`config.mk`:
```
export PLATFORM = sky130hd
export DESIGN_NAME = tmis_status
export DESIGN_NICKNAME = d
export VERILOG_FILES = /design/src/hw/tmis_pkg.sv /design/src/hw/tmis_status.sv
export SDC_FILE = /design/constraint.sdc
export NUM_CORES = 1
export LEC_CHECK = 0
export ABC_AREA = 0
export BUFFER_PORTS_ARGS = -buffer_cell sky130_fd_sc_hd__buf_2
export CORE_ASPECT_RATIO = 1.4
export CORE_MARGIN = 3
export CORE_UTILIZATION = 44
export DETAILED_ROUTE_END_ITERATION = 6
export PLACE_DENSITY = 0.8
export SETUP_SLACK_MARGIN = 0.15
export SYNTH_ARGS = -nofsm -noshare
export SYNTH_HDL_FRONTEND = slang
export SYNTH_SLANG_ARGS = --single-unit
```
`constraint.sdc`:
```
create_clock -name sys_clk -period 1.24 [get_ports sys_clk]
set_input_delay 0.124 -clock sys_clk [delete_from_list [all_inputs] [get_ports sys_clk]]
set_output_delay 0.124 -clock sys_clk [all_outputs]
set_load 0.01 [all_outputs]
```
`src/hw/tmis_pkg.sv`:
```
// package: register map, field layout and bus carrier for the timer interrupt status block
package tmis_pkg;
   // register offsets (byte addresses)
   localparam logic [11:0] TMIS_OFF_MASK = 12'h018;
   localparam logic [11:0] TMIS_OFF_RAW = 12'h01C;
   localparam logic [11:0] TMIS_OFF_MASKED = 12'h020;
   localparam logic [11:0] TMIS_OFF_CLEAR = 12'h024;
   // field positions
   localparam int TMIS_BIT_TA_TIMEOUT = 0;
   localparam int TMIS_BIT_CA_MATCH = 1;
   localparam int TMIS_BIT_CA_EVENT = 2;
   localparam int TMIS_BIT_RTC_EVENT = 3;
   localparam int TMIS_BIT_TB_TIMEOUT = 8;
   localparam int TMIS_BIT_CB_MATCH = 9;
   localparam int TMIS_BIT_CB_EVENT = 10;
   // implemented bits: 10:8 and 3:0, the rest reserved and read as zero
   localparam logic [31:0] TMIS_IMPL_MASK = 32'h0000070F;
   localparam logic [31:0] TMIS_RESET_VAL = 32'h00000000;
   localparam logic [31:0] TMIS_READ_ZERO = 32'h00000000;

   // register bus request from software
   typedef struct packed {
      logic [11:0] addr;
      logic [31:0] wdata;
      logic wr;
      logic rd;
   } tmis_req_t;

   // timer event strobes, one cycle each
   typedef struct packed {
      logic cb_event;
      logic cb_match;
      logic tb_timeout;
      logic rtc_event;
      logic ca_event;
      logic ca_match;
      logic ta_timeout;
   } tmis_evt_t;
endpackage

```
`src/hw/tmis_status.sv`:
```
// timer interrupt status block: raw, mask, masked and clear registers
`timescale 1ns/1ns

module tmis_status (
   input wire logic sys_clk,
   input wire logic nrst,
   input wire tmis_pkg::tmis_req_t bus_req,
   output logic [31:0] bus_rdata,
   input wire tmis_pkg::tmis_evt_t timer_events,
   output logic timer_irq
);
   import tmis_pkg::*;

   logic [31:0] raw_status;
   logic [31:0] irq_mask;
   logic [31:0] masked_status;
   logic [31:0] event_vec;
   logic [31:0] clear_vec;
   logic [31:0] next_rdata;

   // ************************************************************
   // event mapping
   // ************************************************************
   // place each event strobe at its bit; unused positions stay zero
   always_comb begin
      event_vec = TMIS_READ_ZERO;
      event_vec[TMIS_BIT_TA_TIMEOUT] = timer_events.ta_timeout;
      event_vec[TMIS_BIT_CA_MATCH] = timer_events.ca_match;
      event_vec[TMIS_BIT_CA_EVENT] = timer_events.ca_event;
      event_vec[TMIS_BIT_RTC_EVENT] = timer_events.rtc_event;
      event_vec[TMIS_BIT_TB_TIMEOUT] = timer_events.tb_timeout;
      event_vec[TMIS_BIT_CB_MATCH] = timer_events.cb_match;
      event_vec[TMIS_BIT_CB_EVENT] = timer_events.cb_event;
   end

   // write-one-to-clear strobes; zeros leave the status alone
   assign clear_vec = (bus_req.wr && bus_req.addr == TMIS_OFF_CLEAR) ?
                      (bus_req.wdata & TMIS_IMPL_MASK) : TMIS_READ_ZERO;

   // ************************************************************
   // status registers
   // ************************************************************
   // raw flags latch every event whatever the mask; set beats a
   // simultaneous clear so no event is lost
   genvar gi;
   generate
      for (gi = 0; gi < 32; gi++) begin : g_raw
         always_ff @(posedge sys_clk or negedge nrst) begin
            if (!nrst) begin
               raw_status[gi] <= TMIS_RESET_VAL[gi];
            end else if (TMIS_IMPL_MASK[gi] && event_vec[gi]) begin
               raw_status[gi] <= 1'b1;
            end else if (clear_vec[gi]) begin
               raw_status[gi] <= 1'b0;
            end
         end
      end
   endgenerate

   // mask register, one enables a source
   always_ff @(posedge sys_clk or negedge nrst) begin
      if (!nrst) begin
         irq_mask <= TMIS_RESET_VAL;
      end else if (bus_req.wr && bus_req.addr == TMIS_OFF_MASK) begin
         irq_mask <= bus_req.wdata & TMIS_IMPL_MASK;
      end
   end

   // masked view is combinational so it tracks mask changes at once
   assign masked_status = raw_status & irq_mask;
   assign timer_irq = |masked_status;

   // ************************************************************
   // register read port
   // ************************************************************
   // read decode; writes to the masked offset are ignored and reads
   // have no side effects on any flag
   always_comb begin
      next_rdata = TMIS_READ_ZERO;
      if (bus_req.rd) begin
         case (bus_req.addr)
            TMIS_OFF_MASK: next_rdata = irq_mask;
            TMIS_OFF_RAW: next_rdata = raw_status;
            TMIS_OFF_MASKED: next_rdata = masked_status;
            default: next_rdata = TMIS_READ_ZERO; // clear and unmapped read zero
         endcase
      end
   end

   // read data stands one cycle after the strobe only
   always_ff @(posedge sys_clk or negedge nrst) begin
      if (!nrst) begin
         bus_rdata <= TMIS_READ_ZERO;
      end else begin
         bus_rdata <= next_rdata;
      end
   end
endmodule

```
==> results.cfg <==
[sta]
hold_violations = 0
timing.clock.skew_ps = 2.48
finalWorstPathRequiredPeriod_ps = 1520
rsz0062_at_grt = true
post-route-worst-setup-slack_ps = -279
slew_viol_final = 0
totalNegativeSetupSlack_ps = -279
setup_viol_count_final = 1
finalCritPeriodShare = 1.23
fin_hold_ws_ps = 9.05
fmax_mhz = 658

[routing]
drt_pre_antenna_iters = 4
antenna_left = 0
routed_wl_mm = 2.85
first_iter_violations = 60
detail_route.drc_violations = 0
routed-via-count = 1071
wl_per_cell_um = 13.2
avgViaCountPerCell = 4.96

[clock_network]
cts_tree = done
clock_tree.root_cell = sky130_fd_sc_hd__clkbuf_4
clock_latency_ps = 310
numCtsBuffers = 3
clock_sinks = 21
clock_slew_at_the_register_clock_pins_of_the_worst_setup_and_hold_paths_ps = 120
htreeDepth = 1
clock_tree.buffer_depth = 2

[placement]
dpl.cell_count = 208
place_hpwl_mm = 2.23
place_congestion = 0.813
place.port_buffers = 37
placement.setup.worst_slack_ps = -293

[critical_path]
cp_max_fo = 3
startpoint_type = flip-flop
worstSetupPathType = reg2out
timing.critical_path.to_type = primary output
critical_path_data_required_time_ps = 1120
crit_arrival_ps = 1400

[pwr]
p_clk_frac = 0.276
power.net_switching_w = 0.000330
swShare = 0.274
leakage_nw = 0.782
worst_voltage_drop_across_the_vdd_grid_uv = 416
cell_internal_power_w = 0.000878
combPwrFrac = 0.156
seq_power_share = 0.568
power-per-cell-area_nw_per_um2 = 747

[global_routing]
grt_first_pass_wirelength_mm = 4.69
initial_antenna_violation_count = 0
grt_overflow_total = 0
first_global_vias = 1053
maximum_number_of_pins_on_one_net_before_global_route_repair = 22
global_route.usage.total = 0.166

[synthesis]
synth.yosys.seq_area_share = 0.409
syn-mean-instance-area_um2 = 9.74
netlist_top_cells_area = sky130_fd_sc_hd__dfrtp_1 (41%), sky130_fd_sc_hd__buf_4 (16%), sky130_fd_sc_hd__mux2_1 (6.1%)
yosys.cell_types.count = 25
netlist_instances = 132
synth_largest_type_area_fraction = 0.409
yosys_warning_count = 0
synth_seq_cells = 21
post-synth-top-area-cell = sky130_fd_sc_hd__dfrtp_1
syn-cell-area_um2 = 1290

[cells_and_area]
area_delta_synth_final_pct = 25.7
final_core_util = 0.599
num-nets-final = 236
final-instance-count-excl-fill = 216
antenna_cells_inserted = 0
drive_gt1_frac = 0.394

[die]
placementRows = 22
die_width_um = 51.7
die_area_um2 = 3620
io-pin-count = 88
core_area_um2 = 2700
overall_die_height_um = 70.0
initial_core_util = 0.477

[run_status]
status = finished with violations
violations = negative setup slack

[worst_hold_path]
worstHoldPathType = in2reg

[job]
cap_viol_max_count = 0
==> cells by family (layout without fill, tap and decap cells) <==
logic type             after synthesis  count (layout)  share of synthesized area
AOI/OAI and AO/OA                   23              23                      0.105
buffers and inverters               39              63                      0.214
DFF                                 21              21                      0.409
muxes                                7               7                     0.0613
other                                1              25                    0.00292
and+or+nand+nor                     41              41                      0.208
==> cell usage after synthesis (all sizes together) <==
cell type   n
buf        31
dfrtp      21
nand3      10
a31oi       8
nor2        8
inv         7
mux2        7
nor2b       7
nor4b       7
a21oi       6
o21ai       6
a22oi       2
and3        2
nand2       2
nor4        2
a222oi      1
clkbuf      1
conb        1
nor3        1
nor4bb      1
or3b        1
==> area by class of cell <==
class,instances,area [um^2]
clock buffers,3,22.5
clock inverters,1,5.00
fillers,245,1080
inverters,7,26.3
multi-input cells,96,671
flip-flops and latches,21,526
well taps,36,45.0
repair buffers,52,322
==> what timing repair did <==
action	CTS	global route
pin swaps	1	4
gates resized for setup	3	13
buffers inserted	0	1
setup endpoints to repair	11	14
endpoints found under the hold margin	23	0
hold buffers	3	0
==> layer usage <==
| layer | GRT usage | wire length, um | share of wire | up-vias |
|---|---|---|---|---|
| met1 | 0.194 | 1030 | 0.36 | 510 |
| li1 | - | - | - | 506 |
| met4 | 0.0700 | 54 | 0.019 | 0 |
| met2 | 0.296 | 1560 | 0.55 | 50 |
| met5 | 0 | 0 | 0 | - |
| met3 | 0.0192 | 209 | 0.073 | 5 |
==> worst max-delay path, cell delays in order (launching register included) <==
cell                       delay [ps]
sky130_fd_sc_hd__dfrtp_1          410
sky130_fd_sc_hd__a222oi_1         370
sky130_fd_sc_hd__nand3_1          140
sky130_fd_sc_hd__buf_2            160
==> cell usage in the layout (no fill, tap or decap), drive strengths merged, types with 6 or more instances in the layout <==
master  instances
a31oi           8
nand3          10
nor2b           7
mux2            7
a21oi           6
inv             7
nor4b           7
nor2            8
o21ai           6
conb           25
buf            49
dfrtp          21
==> per-stage QoR <==
stage	area, um^2	power [W]
2_1_floorplan	1420	0.000842
3_3_place_gp	1480	0.000856
3_5_place_dp	1480	0.000862
4_1_cts	1540	0.00120
5_1_grt	1620	0.00126
6_report	1620	0.00121
==> flip-flops by register name, summed over array words and instances (netlist names) <==
signal      cells
bus_rdata       7
irq_mask        7
raw_status      7
==> path summary, 6_finish.rpt <==
check,cells after the start,endpoint,from,slack (ps)
hold / removal,2,raw_status[0]$_DFFE_PN0P_,bus_req[2],9
setup reg to reg,3,bus_rdata[0]$_DFF_PN0_,raw_status[0]$_DFFE_PN0P_,230
hold reg to reg,1,irq_mask[2]$_DFFE_PN0P_,irq_mask[2]$_DFFE_PN0P_,550
setup / recovery,3,timer_irq,irq_mask[8]$_DFFE_PN0P_,-280
max in group asynchronous,2,irq_mask[0]$_DFFE_PN0P_,nrst,640
min in group asynchronous,2,bus_rdata[3]$_DFF_PN0_,nrst,290
==> power groups by stage <==
stage               Combinational [W]  Clock, W  Sequential (W)
CTS                          0.000172  0.000343        0.000686
detailed placement           0.000163         0        0.000700
finish                       0.000188  0.000333        0.000686
global placement             0.000157         0        0.000700
global route                 0.000206  0.000367        0.000687
floorplan                    0.000142         0        0.000700
Power figures use the tool's default switching activity.
